### src/hdl/mtr_defines.svh
// register offsets, reset values and timing counts of the monitor readout
`ifndef MTR_DEFINES_SVH
`define MTR_DEFINES_SVH
`define MTR_CLK_MHZ        100
`define MTR_CONV_TIME_US   748
`define MTR_CONV_CYC       (`MTR_CONV_TIME_US * `MTR_CLK_MHZ)
`define MTR_REM_TIME_US    9600
`define MTR_REM_AVG        16
`define MTR_REM_CYC        ((`MTR_REM_TIME_US * `MTR_CLK_MHZ) / `MTR_REM_AVG)
`define MTR_OFS_VAL_BASE   8'h20
`define MTR_OFS_LOCAL_TEMP 8'h27
`define MTR_OFS_CFG        8'h40
`define MTR_OFS_CHMODE     8'h47
`define MTR_OFS_TCFG       8'h4b
`define MTR_CFG_RST        8'h00
`define MTR_CHMODE_RST     8'h00
`define MTR_TCFG_RST       8'h00
`define MTR_CFG_START_BIT  0
`define MTR_CFG_CLR_BIT    3
`define MTR_CHM_GENERAL_ANALOG_INPUT_ONE_BIT   0
`define MTR_CHM_GENERAL_ANALOG_INPUT_TWO_BIT   1
`define MTR_CHM_REM2_BIT   2
`define MTR_NUM_CH         11
`endif

### src/hdl/mtr_pkg.sv
// types of the monitor readout
package mtr_pkg;
  typedef enum logic [3:0] {
    CH_V25, CH_VCCP1, CH_VCC, CH_V5, CH_V12, CH_SECOND_CORE_SUPPLY_INPUT, CH_GENERAL_ANALOG_INPUT_ONE,
    CH_LOCAL, CH_GENERAL_ANALOG_INPUT_TWO, CH_REM1, CH_REM2
  } mtr_chan_t;
  typedef enum logic {ST_IDLE, ST_CONV} mtr_state_t;
endpackage

### src/hdl/mtr_readout.sv
// conversion sequencer and value registers of the monitor readout
// Overview of operation
// - every result is an 8-bit code from one shared multiplexed converter; temperatures are signed.
// - attenuated supply channels convert their nominal voltage to code 192.
// - one ordinary voltage channel is converted every 748 us while running.
// - each remote diode reading is the average of 16 successive conversions.
// - local temperature goes to 27h, its extra low bits to bits 7:6 of 4Bh.
// - local temperature is two's complement, one degree per step.
// - the first remote diode channel is always measured as temperature.
// - the second pin pair is a diode channel only when channel mode bit 2 is 1.
// - averaged remote results are stored as 8-bit two's complement bytes.
// - all channel mode bits are zero after reset.
// - conversion runs while config bit 0 is 1 and bit 3 is 0, and stops on 0.
// - enabled channels are converted in turn, each result stored when done.
`timescale 1ns/1ps
`default_nettype none
`include "mtr_defines.svh"
module mtr_readout
  import mtr_pkg::*;
#(
  parameter int CONV_CYC = `MTR_CONV_CYC,
  parameter int REM_CYC  = `MTR_REM_CYC
)(
  // clock and reset
  input  wire logic       clk,
  input  wire logic       reset_n,
  // register access
  input  wire logic [7:0] reg_addr,
  input  wire logic       reg_wr,
  input  wire logic [7:0] reg_wdata,
  output logic      [7:0] reg_rdata,
  // converter front end
  output logic            adc_start,
  output logic      [3:0] adc_chan,
  input  wire logic       adc_done,
  input  wire logic [7:0] adc_code,
  input  wire logic [1:0] adc_lsb,
  // status
  output logic            busy
);

  function automatic logic chan_en(input logic [3:0] c, input logic [7:0] m);
    unique case (c)
      CH_GENERAL_ANALOG_INPUT_ONE:           chan_en = m[`MTR_CHM_GENERAL_ANALOG_INPUT_ONE_BIT];
      CH_GENERAL_ANALOG_INPUT_TWO:           chan_en = m[`MTR_CHM_GENERAL_ANALOG_INPUT_TWO_BIT];
      CH_V25, CH_SECOND_CORE_SUPPLY_INPUT:  chan_en = !m[`MTR_CHM_REM2_BIT];
      CH_REM2:           chan_en = m[`MTR_CHM_REM2_BIT];
      CH_REM1:           chan_en = 1'b1;
      default:           chan_en = (c < 4'(`MTR_NUM_CH));
    endcase
  endfunction

  function automatic logic [3:0] next_chan(input logic [3:0] c,
                                           input logic [7:0] m);
    logic [3:0] n;
    logic       hit;
    logic [4:0] s;
    n   = c;
    hit = 1'b0;
    s   = '0;
    for (int i = 1; i <= `MTR_NUM_CH; i++)
      if (!hit)
      begin
        s   = 5'(c) + 5'(i);
        n   = (s >= 5'(`MTR_NUM_CH)) ? 4'(s - 5'(`MTR_NUM_CH)) : 4'(s);
        hit = chan_en(n, m);
      end
    next_chan = n;
  endfunction

  function automatic logic is_rem(input logic [3:0] c);
    is_rem = (c == CH_REM1) || (c == CH_REM2);
  endfunction

  // sequencer state
  mtr_state_t  st_r, st_nxt;
  logic [3:0]  chan_r, chan_nxt;
  logic [16:0] tmr_r, tmr_nxt;
  logic        got_r, got_nxt;
  logic [7:0]  code_r, code_nxt;
  logic [1:0]  frac_r, frac_nxt;
  logic [11:0] acc_r, acc_nxt;
  logic [3:0]  cnt_r, cnt_nxt;
  logic        start_r, start_nxt;
  // registers
  logic [7:0]  cfg_r, chmode_r, tcfg_r;
  logic [7:0]  val_r [`MTR_NUM_CH];
  logic [7:0]  rdata_r;
  logic        run, store;
  logic [11:0] sum;
  logic [7:0]  result;

  assign run = cfg_r[`MTR_CFG_START_BIT] & ~cfg_r[`MTR_CFG_CLR_BIT];
  // signed sum of the previous fifteen plus the last sample
  assign sum = acc_r + {{4{code_r[7]}}, code_r};
  // floor of sum/16 keeps sign and one degree per code
  assign result = is_rem(chan_r) ? sum[11:4] : code_r;

  always_comb
  begin
    st_nxt    = st_r;
    chan_nxt  = chan_r;
    tmr_nxt   = tmr_r;
    got_nxt   = got_r;
    code_nxt  = code_r;
    frac_nxt  = frac_r;
    acc_nxt   = acc_r;
    cnt_nxt   = cnt_r;
    start_nxt = 1'b0;
    store     = 1'b0;
    unique case (st_r)
      ST_IDLE:
      begin
        if (run)
        begin
          chan_nxt  = next_chan(4'(`MTR_NUM_CH - 1), chmode_r);
          st_nxt    = ST_CONV;
          start_nxt = 1'b1;
          got_nxt   = 1'b0;
          acc_nxt   = '0;
          cnt_nxt   = '0;
          tmr_nxt   = is_rem(chan_nxt) ? 17'(REM_CYC - 1)
                                       : 17'(CONV_CYC - 1);
        end
      end
      ST_CONV:
      begin
        // an abandoned conversion is discarded, never half stored
        if (!run)
          st_nxt = ST_IDLE;
        else
        begin
          if (tmr_r != '0)
            tmr_nxt = tmr_r - 17'd1;
          if (adc_done && !got_r)
          begin
            got_nxt  = 1'b1;
            code_nxt = adc_code;
            frac_nxt = adc_lsb;
          end
          if (tmr_r == '0 && got_r)
          begin
            start_nxt = 1'b1;
            got_nxt   = 1'b0;
            if (is_rem(chan_r) && cnt_r != 4'(`MTR_REM_AVG - 1))
            begin
              acc_nxt = sum;
              cnt_nxt = cnt_r + 4'd1;
              tmr_nxt = 17'(REM_CYC - 1);
            end
            else
            begin
              store    = 1'b1;
              acc_nxt  = '0;
              cnt_nxt  = '0;
              chan_nxt = next_chan(chan_r, chmode_r);
              tmr_nxt  = is_rem(chan_nxt) ? 17'(REM_CYC - 1)
                                          : 17'(CONV_CYC - 1);
            end
          end
        end
      end
    endcase
  end

  always_ff @(posedge clk or negedge reset_n)
  begin
    if (!reset_n)
    begin
      st_r    <= ST_IDLE;
      chan_r  <= '0;
      tmr_r   <= '0;
      got_r   <= 1'b0;
      code_r  <= '0;
      frac_r  <= '0;
      acc_r   <= '0;
      cnt_r   <= '0;
      start_r <= 1'b0;
    end
    else
    begin
      st_r    <= st_nxt;
      chan_r  <= chan_nxt;
      tmr_r   <= tmr_nxt;
      got_r   <= got_nxt;
      code_r  <= code_nxt;
      frac_r  <= frac_nxt;
      acc_r   <= acc_nxt;
      cnt_r   <= cnt_nxt;
      start_r <= start_nxt;
    end
  end

  // supply scaling lives in the analog attenuators; codes pass unchanged
  assign adc_start = start_r;
  assign adc_chan  = chan_r;
  assign busy      = (st_r == ST_CONV);

  // register file
  always_ff @(posedge clk or negedge reset_n)
  begin
    if (!reset_n)
    begin
      cfg_r    <= `MTR_CFG_RST;
      chmode_r <= `MTR_CHMODE_RST;
      tcfg_r   <= `MTR_TCFG_RST;
      for (int i = 0; i < `MTR_NUM_CH; i++)
        val_r[i] <= '0;
    end
    else
    begin
      if (reg_wr && reg_addr == `MTR_OFS_CFG)
        cfg_r <= reg_wdata;
      if (reg_wr && reg_addr == `MTR_OFS_CHMODE)
        chmode_r <= reg_wdata;
      // bits 7:6 belong to the converter; a host write changes only bits 5:0
      if (store && chan_r == CH_LOCAL)
        tcfg_r[7:6] <= frac_r;
      if (reg_wr && reg_addr == `MTR_OFS_TCFG)
        tcfg_r[5:0] <= reg_wdata[5:0];
      if (store)
        val_r[chan_r] <= result;
    end
  end

  always_ff @(posedge clk or negedge reset_n)
  begin
    if (!reset_n)
      rdata_r <= '0;
    else if (reg_addr >= `MTR_OFS_VAL_BASE &&
             reg_addr < `MTR_OFS_VAL_BASE + 8'(`MTR_NUM_CH))
      rdata_r <= val_r[4'(reg_addr - `MTR_OFS_VAL_BASE)];
    else if (reg_addr == `MTR_OFS_CFG)
      rdata_r <= cfg_r;
    else if (reg_addr == `MTR_OFS_CHMODE)
      rdata_r <= chmode_r;
    else if (reg_addr == `MTR_OFS_TCFG)
      rdata_r <= tcfg_r;
    else
      rdata_r <= '0;
  end
  assign reg_rdata = rdata_r;

  // assertions
  logic [16:0] since_start;
  always_ff @(posedge clk or negedge reset_n)
  begin
    if (!reset_n)
      since_start <= '0;
    else if (start_r)
      since_start <= 17'd1;
    else if (since_start != '1)
      since_start <= since_start + 17'd1;
  end
endmodule // mtr_readout
`default_nettype wire

### config.mk
export PLATFORM = sky130hd
export DESIGN_NAME = mtr_readout
export DESIGN_NICKNAME = d
export VERILOG_FILES = /design/src/hdl/mtr_pkg.sv /design/src/hdl/mtr_readout.sv
export VERILOG_INCLUDE_DIRS = /design/src /design/src/hdl
export SDC_FILE = /design/constraint.sdc
export NUM_CORES = 1
export LEC_CHECK = 0
export ABC_AREA = 1
export BUFFER_PORTS_ARGS = -buffer_cell sky130_fd_sc_hd__buf_2
export CELL_PAD_IN_SITES_DETAIL_PLACEMENT = 0
export CELL_PAD_IN_SITES_GLOBAL_PLACEMENT = 2
export CORE_ASPECT_RATIO = 0.5
export CORE_MARGIN = 8
export CORE_UTILIZATION = 37
export DETAILED_ROUTE_END_ITERATION = 7
export PLACE_DENSITY = 0.91
export SETUP_SLACK_MARGIN = 0.3
export SLEW_MARGIN = 20
export SYNTH_ARGS = -nofsm -noshare
export SYNTH_HDL_FRONTEND = slang
export SYNTH_SLANG_ARGS = --single-unit
### constraint.sdc
create_clock -name clk -period 3.38 [get_ports clk]
set_input_delay 0.169 -clock clk [delete_from_list [all_inputs] [get_ports clk]]
set_output_delay 0.169 -clock clk [all_outputs]
set_load 0.005 [all_outputs]
==> qor.yml <==
min_path:
  hold_class: "in2reg"
  hold_end: "got_r"
  hp-start: "adc_done"
  whs_path_depth: 3
outcome:
  status: "complete, no violations"
drt:
  drt-wirelength-per-cell_um: 16.6
  num_vias: 10287
  dr.pass1.iters: 7
  drcViolationCount: 0
  drtIter0Drc: 749
  via_per_inst: 5.20
  ant_nets: 0
  drt-total-wl_um: 32800
final_layout:
  fill_cells: 2718
  layout-drive-gt1-share: 0.255
  area_growth_pct: 28.8
  stdcell_area_mm2: 0.0136
  diodes: 0
  nets: 1644
timing:
  rsz0062_at_grt: "yes"
  fin_crit_ns: 3.26
  slew_violations: 0
  fmax_mhz: 307
  worst_slack_ns: 0.117
  min_period_over_period: 0.965
  finalSetupViolations: 0
  fin_worst_skew_ns: 0.0129
  relSlewSlack: 0.448
  tightestPinTransition_ns: 0.824
  hold_viol_final: 0
  tns_ns: 0
logic_synthesis:
  ys_seq_elements: 170
  synth_cell_types: 47
  syn_avg_cell_area_um2: 7.28
  syn_inst: 1449
  synthFlopType: "dfrtp_1"
  synth-edff-count: 0
  synth.largest_area_cell: "dfrtp_1"
  synth_fp_nets: 1509
  synth_warnings: 0
  synth-seq-area-share: 0.403
  syn_area_mm2: 0.0106
  yosysTopAreaCellShare: 0.403
  async_reset_ff_frac: 1.00
  ys_top_cells_by_area: "dfrtp_1 (40%), nand2_1 (15%), o21ai_0 (9.4%)"
place:
  hpwl_um: 22900
  post-place-ws_ns: -0.0767
  place_area_mm2: 0.0115
  io_buffers: 43
  gp_congestion: 0.918
die:
  die_w_um: 255
  core-area_mm2: 0.0279
  initial_core_util: 0.379
  ioPinCount: 44
  die_h_um: 135
  rows: 43
  die-area_mm2: 0.0345
setup_path:
  start_kind: "flop"
  r2r_start: "adc_chan[2]"
  path_class: "reg2reg"
  required_ns: 3.70
  worstPathArrival_ns: 3.59
  reg2reg_to: "tmr_r[16]"
  r2r_cells: 25
  ff2ff_setup_slack_ns: 0.12
  cp-end-kind: "flop"
  crit_fanout: 7
clock_tree:
  clk_latency_ns: 0.43
  cts_tree: "yes"
  clkSlewWorstSetupHoldPaths_ns: 0.07
  clk_path_buf_depth: 2
  cts.sinks: 170
  cts_buffers: 17
  cts-root-buf: "clkbuf_16"
  cts.htree.levels: 4
grt:
  globalRouteOverflowTotal: 0
  grt_max_degree: 81
  antenna_found_initial: 0
  grt.total_usage: 0.188
  grt_pass1_wl_um: 52400
  grt_pass1_vias: 10058
job:
  drv_cap: 0
power_and_ir_drop:
  p_leak_nw: 6.39
  power_mw: 5.05
  power.density_mw_per_mm2: 372
  ir_drop_v: 0.000311
-- report_power, final --
group | switching (mW) | internal [mW]
Clock | 0.874 | 1.13
Sequential | 0.0580 | 2.11
Combinational | 0.571 | 0.308
-- cell usage after synthesis (all sizes together), types with 6 or more instances --
library cell and count:
nand4 14, inv 123, xnor2 6, mux2i 17, a21oi 27, nor2 105, xor2 22, clkbuf 45
o22ai 16, o21ai 220, mux2 7, ha 29, dfrtp 170, nand2 458, nor3 18, buf 8
nand3 132, o211ai 7
-- area by class of cell --
class	count	area, um2	area share
clock buffers	19	443	0.0326
well taps	382	478	0.0352
inverters	127	509	0.0375
clock inverters	13	154	0.0113
flip-flops and latches	170	4260	0.313
multi-input cells	1101	6460	0.476
repair buffers	167	1280	0.0944
-- sequential cells by signal, indices dropped and copies added (netlist names) --
register	count
busy	1
got_r	1
adc_chan	4
adc_start	1
tcfg_r	8
cfg_r	8
chmode_r	8
tmr_r	17
val_r	88
frac_r	2
cnt_r	4
code_r	8
acc_r	12
reg_rdata	8
-- cell usage in the layout (no fill, tap or decap), types with 15 or more instances in the layout --
| cell | count |
|---|---|
| buf_6 | 15 |
| o21ai_0 | 188 |
| buf_4 | 95 |
| nand3_2 | 22 |
| nor3_1 | 15 |
| mux2i_1 | 17 |
| clkbuf_16 | 17 |
| nand2_4 | 21 |
| nand3_1 | 99 |
| nand2_2 | 58 |
| ha_1 | 16 |
| nand2_1 | 378 |
| buf_2 | 42 |
| nor2_1 | 86 |
| a21oi_1 | 19 |
| o22ai_1 | 16 |
| inv_1 | 101 |
| dfrtp_1 | 166 |
| xor2_1 | 18 |
-- critical path: stages, from the launching register on --
cell     delay, ns
dfrtp_2       0.49
buf_6         0.14
buf_6         0.12
ha_4          0.20
nor2_2        0.12
nand2_2       0.08
inv_2         0.07
nand2_4       0.07
nand2_2       0.08
o21ai_2       0.06
buf_4         0.15
nor2_2        0.10
nand3_1       0.08
nand4_1       0.12
buf_4         0.14
inv_2         0.04
nor2_4        0.21
nand2_4       0.10
nand2_4       0.10
nor2_1        0.06
nor2_2        0.14
nand3_4       0.12
nand3_4       0.15
nand3_2       0.08
nand2_1       0.10
inv_1         0.04
-- worst max path at each step --
stage	start	endpoint	depth (start not counted)
global placement	adc_chan[2]	tmr_r[16]	19
finish	adc_chan[2]	tmr_r[16]	25
detailed placement	adc_chan[2]	tmr_r[16]	19
CTS	adc_chan[2]	tmr_r[16]	24
floorplan	adc_chan[2]	tmr_r[16]	26
global route	adc_chan[2]	tmr_r[16]	21
-- per-layer routing --
metal,global-route usage,share of wire,vias to the layer above
li1,-,-,5049
met1,0.251,0.46,4941
met2,0.317,0.48,255
met3,0.0247,0.042,42
met4,0.0610,0.021,0
met5,0,0,-
-- metrics by stage --
| step | utilization | std cells | hold slack (ns) |
|---|---|---|---|
| global placement | 0.413 | 1883 | 0.257 |
| detailed placement | 0.413 | 1883 | 0.266 |
| finish | 0.488 | 1979 | 0.0173 |
| CTS | 0.463 | 1959 | 0.00155 |
| global route | 0.488 | 1979 | 0.0325 |
| floorplan | - | 1449 | -0.127 |
-- logic make-up after synthesis --
| group | synth area share |
|---|---|
| adders and majority gates | 0.0363 |
| and+or+nand+nor | 0.300 |
| muxes | 0.0236 |
| DFF | 0.403 |
| xor gates and xnor gates | 0.0232 |
| AOI/OAI and AO/OA | 0.146 |
| buffers and inverters | 0.0677 |
-- what timing repair did --
| action | CTS | global route |
|---|---|---|
| hold endpoints to repair | 87 | 0 |
| cloned | 2 | 0 |
| gates resized for setup | 117 | 125 |
| pin swaps | 47 | 58 |
| endpoints found under the setup margin | 29 | 102 |
| hold buffers | 11 | 0 |
| buffers inserted | 31 | 20 |
No activity file was read; power rests on OpenSTA's default activity.
